File: config.mk
export PLATFORM = sky130hd
export DESIGN_NAME = link_auth_interrupt_ctl
export DESIGN_NICKNAME = d
export VERILOG_FILES = /design/src/link_auth_interrupt_ctl.v /design/src/pin_sync2.v
export VERILOG_INCLUDE_DIRS = /design/src
export SDC_FILE = /design/constraint.sdc
export NUM_CORES = 1
export LEC_CHECK = 0
export BUFFER_PORTS_ARGS = -buffer_cell sky130_fd_sc_hd__buf_2
export CAP_MARGIN = 25
export CORE_MARGIN = 3
export CORE_UTILIZATION = 43
export CTS_CLUSTER_DIAMETER = 50
export DETAILED_ROUTE_END_ITERATION = 8
export PLACE_DENSITY = 0.73
export SYNTH_ARGS = -nofsm -noshare
export SYNTH_HDL_FRONTEND = slang
export SYNTH_HIERARCHICAL = 1
export SYNTH_SLANG_ARGS = --single-unit
File: constraint.sdc
create_clock -name clock -period 1 [get_ports clock]
set_input_delay 0.2 -clock clock [delete_from_list [all_inputs] [get_ports clock]]
set_output_delay 0.2 -clock clock [all_outputs]
set_load 0.01 [all_outputs]
File: src/link_auth_irq_defs.vh
// Register offsets, field positions and reset values for the
// authentication interrupt controller. Definitions only.
`ifndef LINK_AUTH_IRQ_DEFS_VH
`define LINK_AUTH_IRQ_DEFS_VH

// Register offsets on the serial control bus register port
`define IRQ_ENABLE_CTL_ADDR   8'hC6
`define IRQ_EVENT_STATUS_ADDR 8'hC7

// Reset values
`define IRQ_ENABLE_CTL_RST    8'h00
`define IRQ_EVENT_STATUS_RST  8'h00
// Stored event flags only, bits 7..1; bit 0 is computed on read
`define IRQ_EVENT_FLAGS_RST   7'h00

// Bit positions, shared by enable and status registers
`define BIT_INDIRECT_DONE     7
`define BIT_RECEIVER_FOUND    6
`define BIT_DOWNSTREAM_IRQ    5
`define BIT_KEY_LIST_READY    4
`define BIT_KEY_VECTOR_READY  3
`define BIT_AUTH_FAILED       2
`define BIT_AUTH_PASSED       1
`define BIT_GLOBAL            0

`endif

File: src/link_auth_interrupt_ctl.v
// Interrupt enable and event status logic of the link transmitter.
// Assumes a byte register port from the serial control bus slave on the
// same clock; event inputs from the engines are same-clock pulses, while
// the remote interrupt and the receiver lock come from pins.
//
// Behaviour
// - Indirect access completion sets status bit 7; interrupts when enable 7.
// - Receiver detection sets status bit 6; interrupts when enable 6.
// - With lock-wait select at 1, detection waits for receiver lock.
// - Downstream interrupt request sets status bit 5; forwarded when enable 5.
// - Key list ready sets status bit 4; interrupts when enable 4.
// - Key vector ready sets status bit 3; interrupts when enable 3.
// - Authentication failure or loss sets status bit 2; enable 2 gates it.
// - Authentication pass sets status bit 1; enable 1 gates it.
// - Interrupt output only drives while global enable bit 0 is set.
// - Status bit 0 is the OR of enabled pending sources.
// - Remote interrupt input is active low; low means pending.
// - Key vector ready holds until controller writes key-accepted, which clears it.
`timescale 1ns/100ps
`include "link_auth_irq_defs.vh"
module link_auth_interrupt_ctl (
    // Clock and reset
    input  wire       clock,
    input  wire       rstn,
    // Register port
    input  wire [7:0] reg_addr,
    input  wire       reg_wr,
    input  wire       reg_rd,
    input  wire [7:0] reg_wdata,
    output reg  [7:0] reg_rdata_ff,
    // Configuration from the protection config register
    input  wire       detect_waits_lock_sel,
    // Engine events, one-cycle pulses
    input  wire       indirect_done_evt,
    input  wire       receiver_found_evt,
    input  wire       key_list_ready_evt,
    input  wire       key_vector_ready_evt,
    input  wire       auth_failed_evt,
    input  wire       auth_passed_evt,
    // Controller write of the key-accepted control bit, one-cycle pulse
    input  wire       key_vector_accepted,
    // Pins from the downstream receiver
    input  wire       remote_irq_input_n,
    input  wire       receiver_lock,
    // Interrupt to the controller, active low
    output reg        irq_out_n_ff,
    // Held key vector ready for the authentication engine
    output reg        key_vector_wait_ff
);
    // Register storage, next values and decode
    reg  [7:0] interrupt_enable_ctl_ff;
    reg  [7:1] interrupt_event_status_ff;
    reg        detect_state_ff;
    reg        remote_prev_ff;
    reg        nxt_detect_state;
    reg        nxt_found_from_lock;
    reg  [7:0] nxt_rdata;
    wire [7:1] nxt_event;
    wire [1:0] pin_sync;
    wire       remote_pend;
    wire       lock_sync;
    wire [7:1] raw_evt;
    wire [7:1] enabled_pending;
    wire       any_enabled;
    wire       enable_sel;
    wire       status_sel;
    wire       enable_wr;
    wire       stat_read;
    wire       found_now;

    // Receiver-detect states: idle, or detection seen and lock awaited
    localparam DETECT_IDLE      = 1'h0;
    localparam DETECT_WAIT_LOCK = 1'h1;

    // Both pins pass two flops before any logic reads them.
    // The remote line idles high, so its stage resets high: no false edge.
    pin_sync2 #(
        .WIDTH   (2),
        .RST_VAL (2'h2)
    ) i_pin_sync2 (
        .clock    (clock),
        .rstn     (rstn),
        .async_in ({remote_irq_input_n, receiver_lock}),
        .sync_out (pin_sync)
    );
    assign remote_pend = ~pin_sync[1];
    assign lock_sync   = pin_sync[0];

    // Register port decode; other addresses are refused
    assign enable_sel = (reg_addr == `IRQ_ENABLE_CTL_ADDR);
    assign status_sel = (reg_addr == `IRQ_EVENT_STATUS_ADDR);
    assign enable_wr  = reg_wr && enable_sel;
    assign stat_read  = reg_rd && status_sel;

    // Receiver-detect deferral; with select low detection passes straight.
    // Only one deferred detection is remembered; repeats while waiting merge.
    always @* begin
        nxt_detect_state    = detect_state_ff;
        nxt_found_from_lock = 1'h0;
        case (detect_state_ff)
            DETECT_IDLE: begin
                if (receiver_found_evt && detect_waits_lock_sel && !lock_sync)
                    nxt_detect_state = DETECT_WAIT_LOCK;
            end
            DETECT_WAIT_LOCK: begin
                if (!detect_waits_lock_sel) begin
                    // Select dropped: the deferred detection is abandoned
                    nxt_detect_state = DETECT_IDLE;
                end else if (lock_sync) begin
                    nxt_detect_state    = DETECT_IDLE;
                    nxt_found_from_lock = 1'h1;
                end
            end
            default: begin
                nxt_detect_state = DETECT_IDLE;
            end
        endcase
    end

    // Detection counts at once unless it must wait for lock
    assign found_now = receiver_found_evt && (!detect_waits_lock_sel || lock_sync);

    // Raw one-cycle events per status bit
    assign raw_evt[`BIT_INDIRECT_DONE]    = indirect_done_evt;
    assign raw_evt[`BIT_RECEIVER_FOUND]   = found_now || nxt_found_from_lock;
    assign raw_evt[`BIT_DOWNSTREAM_IRQ]   = remote_pend && !remote_prev_ff;
    assign raw_evt[`BIT_KEY_LIST_READY]   = key_list_ready_evt;
    assign raw_evt[`BIT_KEY_VECTOR_READY] = key_vector_ready_evt;
    assign raw_evt[`BIT_AUTH_FAILED]      = auth_failed_evt;
    assign raw_evt[`BIT_AUTH_PASSED]      = auth_passed_evt;

    // Sticky status: read clears, but an event in the same cycle wins,
    // so an event landing on the read is reported by the next read
    genvar gi;
    generate
        for (gi = 1; gi < 8; gi = gi + 1) begin : g_evt
            assign nxt_event[gi] = raw_evt[gi] ||
                                   (interrupt_event_status_ff[gi] && !stat_read);
        end
    endgenerate

    // Per-source gating by the individual enables
    assign enabled_pending = interrupt_event_status_ff & interrupt_enable_ctl_ff[7:1];
    // Global status ignores the global enable; only the pin is gated by it
    assign any_enabled = |enabled_pending;

    // Read data mux; zero when idle so a stale byte never lingers
    always @* begin
        nxt_rdata = 8'h00;
        if (reg_rd) begin
            case (reg_addr)
                `IRQ_ENABLE_CTL_ADDR: begin
                    nxt_rdata = interrupt_enable_ctl_ff;
                end
                `IRQ_EVENT_STATUS_ADDR: begin
                    nxt_rdata = {interrupt_event_status_ff, any_enabled};
                end
                default: begin
                    nxt_rdata = 8'h00;
                end
            endcase
        end
    end

    // Enable register, written only at its own address
    always @(posedge clock or negedge rstn) begin
        if (!rstn) begin
            interrupt_enable_ctl_ff <= `IRQ_ENABLE_CTL_RST;
        end else if (enable_wr) begin
            interrupt_enable_ctl_ff <= reg_wdata;
        end
    end

    // Status flags; host writes to the status address are ignored
    always @(posedge clock or negedge rstn) begin
        if (!rstn) begin
            interrupt_event_status_ff <= `IRQ_EVENT_FLAGS_RST;
        end else begin
            interrupt_event_status_ff <= nxt_event;
        end
    end

    // Receiver-detect state and remote edge history
    always @(posedge clock or negedge rstn) begin
        if (!rstn) begin
            detect_state_ff <= DETECT_IDLE;
            remote_prev_ff  <= 1'h0;
        end else begin
            detect_state_ff <= nxt_detect_state;
            remote_prev_ff  <= remote_pend;
        end
    end

    // Read data stands for one cycle after the strobe
    always @(posedge clock or negedge rstn) begin
        if (!rstn) begin
            reg_rdata_ff <= 8'h00;
        end else begin
            reg_rdata_ff <= nxt_rdata;
        end
    end

    // Interrupt pin, active low, one cycle behind the status bits.
    // Registered so the pin never glitches while several sources change.
    always @(posedge clock or negedge rstn) begin
        if (!rstn) begin
            irq_out_n_ff <= 1'h1;
        end else begin
            irq_out_n_ff <= ~(interrupt_enable_ctl_ff[`BIT_GLOBAL] && any_enabled);
        end
    end

    // Key vector ready held until accepted; a new ready beats the accept,
    // so a vector arriving with a late accept is never lost
    always @(posedge clock or negedge rstn) begin
        if (!rstn) begin
            key_vector_wait_ff <= 1'h0;
        end else if (key_vector_ready_evt) begin
            key_vector_wait_ff <= 1'h1;
        end else if (key_vector_accepted) begin
            key_vector_wait_ff <= 1'h0;
        end
    end
endmodule // link_auth_interrupt_ctl

File: src/pin_sync2.v
// Two flip-flop synchroniser for pin-level inputs.
// Assumes the input is asynchronous to clock.
`timescale 1ns/100ps
module pin_sync2 #(
    parameter             WIDTH   = 1,
    // Idle level of each pin; a parameter keeps the reset branch constant
    parameter [WIDTH-1:0] RST_VAL = {WIDTH{1'b0}}
) (
    // Clock and reset
    input  wire             clock,
    input  wire             rstn,
    // Data
    input  wire [WIDTH-1:0] async_in,
    output wire [WIDTH-1:0] sync_out
);
    reg [WIDTH-1:0] meta_ff;
    reg [WIDTH-1:0] sync_ff;

    // First stage feeds only the second; reset to idle, so no false edge
    always @(posedge clock or negedge rstn) begin
        if (!rstn) begin
            meta_ff <= RST_VAL;
            sync_ff <= RST_VAL;
        end else begin
            meta_ff <= async_in;
            sync_ff <= meta_ff;
        end
    end

    assign sync_out = sync_ff;
endmodule // pin_sync2

==> key figures <==
Drt
  – Detailed Routing Iterations Pass 1: 4
  – # DRC: 0
  – Drt wl/cell: 15.5 µm
  – DRT iter0 DRCs: 35
  – Drt total wl: 2770 µm
  – DR vias/cell: 5.24
  – Routed vias: 932
  – Final ANT Viol Nets: 0

Layout
  – # diodes: 0
  – Final Non-Filler Cells: 178
  – Area grow syn2layout: 47.7%
  – Share of layout cells above drive strength 1: 0.581
  – Total Nets Final: 177
  – Final Cell Area: 0.00176 mm²
  – Core Util, Final: 0.691

Hold path
  – Type of the worst min-delay path: input pin to register
  – Hold path cells: 2

Synth
  – Async set or reset register ratio after synthesis: 1.00
  – Largest family of logic cells by synthesized area: compound AO/OA/AOI/OAI gates
  – EDFF count, synth: 0
  – Synth area leaders: dfrtp_1 59%, mux2_2 7.6%, dfstp_2 6.6%
  – Count leader, synth: dfrtp_1
  – Synthesis Warnings: 6
  – Syn Std Cell Area: 0.00119 mm²
  – Syn nets: 106
  – Synth Area in Simple Gates: 0.111
  – Synth Area in Adders: 0
  – Syn Area/Cell: 15.7 µm²
  – Seq/Total Area, Yosys: 0.654
  – Synth Flop Type: dfrtp_1
  – #FFs+latches synth: 31
  – Cell taking the most area after synthesis: dfrtp_1
  – Unique masters post-synth: 24
  – Mux cell area share after synthesis: 0.0756
  – XOR/XNOR Fraction of Synth Area: 0
  – Compound-gate portion of the synthesized area: 0.143
  – Commonest cells post-synth: 28 x dfrtp_1, 8 x a22o_1, 8 x mux2_2
  – Area share of the largest cell type after synthesis: 0.588
  – Cells after Synth: 76

STA
  – RSZ-0062 raised after global routing: true
  – Fin worst setup slack: -0.258 ns
  – # setup viols final: 16
  – Clk_skew: 0.0111 ns
  – Worst-Margin Slew: 0.349 ns
  – Fmax: 795 MHz
  – Hold Vio Cnt, Final: 0
  – Final Max Tran Viols: 0
  – Rel. slew slack: 0.767
  – Tmin final: 1.26 ns
  – Final period util: 1.26

Floorplanning
  – Die ar.: 0.00344 mm²
  – Die extent in y: 58.6 µm
  – Die span in x: 58.6 µm
  – Core Area: 0.00254 mm²
  – Initial Utilization: 0.468
  – Num ports: 40
  – Rows: 18

Critical path
  – Slowest stage delay, CP: 0.40 ns
  – CP max FO: 2
  – Worst EP required: 1.22 ns
  – Slowest library cell on the worst path: a222oi_1
  – CP arrival: 1.48 ns
  – R2R depth: 3
  – Critical Path Start Type: register
  – Crit. End Element: register
  – Cell Chain, Critical Path: a222oi_1 -> nand3_1 -> a22o_1
  – Worst setup path category: register to register

CTS
  – Cts bufs inserted: 5
  – CTS tree: yes
  – Worst-path clk slew: 0.10 ns
  – Worst-Skew Late Latency: 0.33 ns
  – CTS max path bufs: 2
  – CTS Sinks: 31
  – H-tree levels: 2
  – Root cell of the clock tree: clkbuf_4

Placed design
  – Placed Cells: 165
  – Detailed Place HPWL: 1930 µm
  – I/O Buffers: 39
  – GP Congestion: 0.808
  – Worst slack at placement: -0.353 ns
  – Placed cell areas: 0.00158 mm²

GRT
  – Vias in the first global route: 1,007
  – First-pass GRT wire length: 4560 µm
  – Initial antenna violation count: 0
  – Total GRT Usage: 0.185
  – Pin count of the biggest net entering global routing: 32
  – GRT overflow: 0

Power and ir drop
  – Peak supply drop: 0.00136 V
  – Leakage power: 0.000868 µW
  – Pwr Density: 1340 mW/mm²

Outcome
  – Failing checks: negative setup slack
  – Status: complete, but fails checks

Run
  – # Max-Cap Violations: 0
-- path summary, 6_finish.rpt --
kind / from / endpoint / slack (ns)
max in group asynchronous: rstn / i_pin_sync2/meta_ff[1]$_DFF_PN1_ / 0.41
worst min-delay path: auth_passed_evt / interrupt_event_status_ff[1]$_DFF_PN0_ / 0.05
min in group asynchronous: rstn / i_pin_sync2/sync_out[0]$_DFF_PN0_ / 0.34
worst min register to register: i_pin_sync2/meta_ff[0]$_DFF_PN0_ / i_pin_sync2/sync_out[0]$_DFF_PN0_ / 0.35
worst max-delay path: interrupt_enable_ctl_ff[4]$_DFFE_PN0P_ / reg_rdata_ff[0]$_DFF_PN0_ / -0.26
worst max register to register: interrupt_enable_ctl_ff[4]$_DFFE_PN0P_ / reg_rdata_ff[0]$_DFF_PN0_ / -0.26
-- sequential cells by signal, indices dropped and copies added, names as in the netlist --
| register | cells |
|---|---|
| interrupt_event_status_ff | 7 |
| irq_out_n_ff | 1 |
| remote_prev_ff | 1 |
| i_pin_sync2/meta_ff | 2 |
| reg_rdata_ff | 8 |
| interrupt_enable_ctl_ff | 8 |
| i_pin_sync2/sync_out | 2 |
| key_vector_wait_ff | 1 |
| detect_state_ff | 1 |
-- cell families (layout without fill, tap and decap cells) --
family                 count (synthesis)  after routing
flip-flops                            31             31
AO/OA/AOI/OAI                         21             21
buffers and inverters                  3             75
multiplexers                           8              8
AND/OR/NAND/NOR                       13             13
-- placed cells by master (no fill, tap or decap), types with 3 or more instances in the layout --
cell,netlist,routed
mux2_4,0,8
dlygate4sd3_1,0,3
dfrtp_1,28,28
buf_6,1,6
a21o_1,6,6
dfstp_2,3,3
buf_4,0,20
clkbuf_4,0,5
buf_2,0,35
a22o_1,8,8
-- critical path: cells and delay by family (launching register included) --
kind / cells / cell delay (ns)
AOI/OAI and AO/OA: 2 / 0.61
and+or+nand+nor: 1 / 0.16
DFF: 1 / 0.39
-- power by group --
part           internal (µW)  switching (µW)
clock                    413             409
combinational            139            98.3
sequential              1290            16.6
total                   1840             524
-- per-layer routing --
metal	global-route usage	routed length, µm
met5	0	0
met3	0.0789	210
met2	0.298	1480
met1	0.213	1020
met4	0.0874	57
-- final cells by class --
class,count,area (µm²)
fill,194,786
sequential,31,779
timing repair buffer,65,443
multi-input combinational,42,423
clock buffer,8,68.8
tap,30,37.5
inverter,2,7.51
-- metrics by stage --
step / power (µW) / hold slack (ns) / setup TNS [ns]
2_1_floorplan: 1390 / -0.0956 / -3.72
3_3_place_gp: 1520 / 0.157 / -6.70
3_5_place_dp: 1530 / 0.163 / -7.25
4_1_cts: 2390 / 0.0335 / -1.06
5_1_grt: 2480 / 0.0261 / -1.59
6_report: 2370 / 0.0491 / -0.757
-- repair_timing --
item	in CTS	in global routing
endpoints found under the hold margin	30	0
resized for setup	10	5
hold buffers	3	0
endpoints found under the setup margin	17	25
setup buffers	1	1
pin swaps	4	3
No activity file was read; power rests on OpenSTA's default activity.
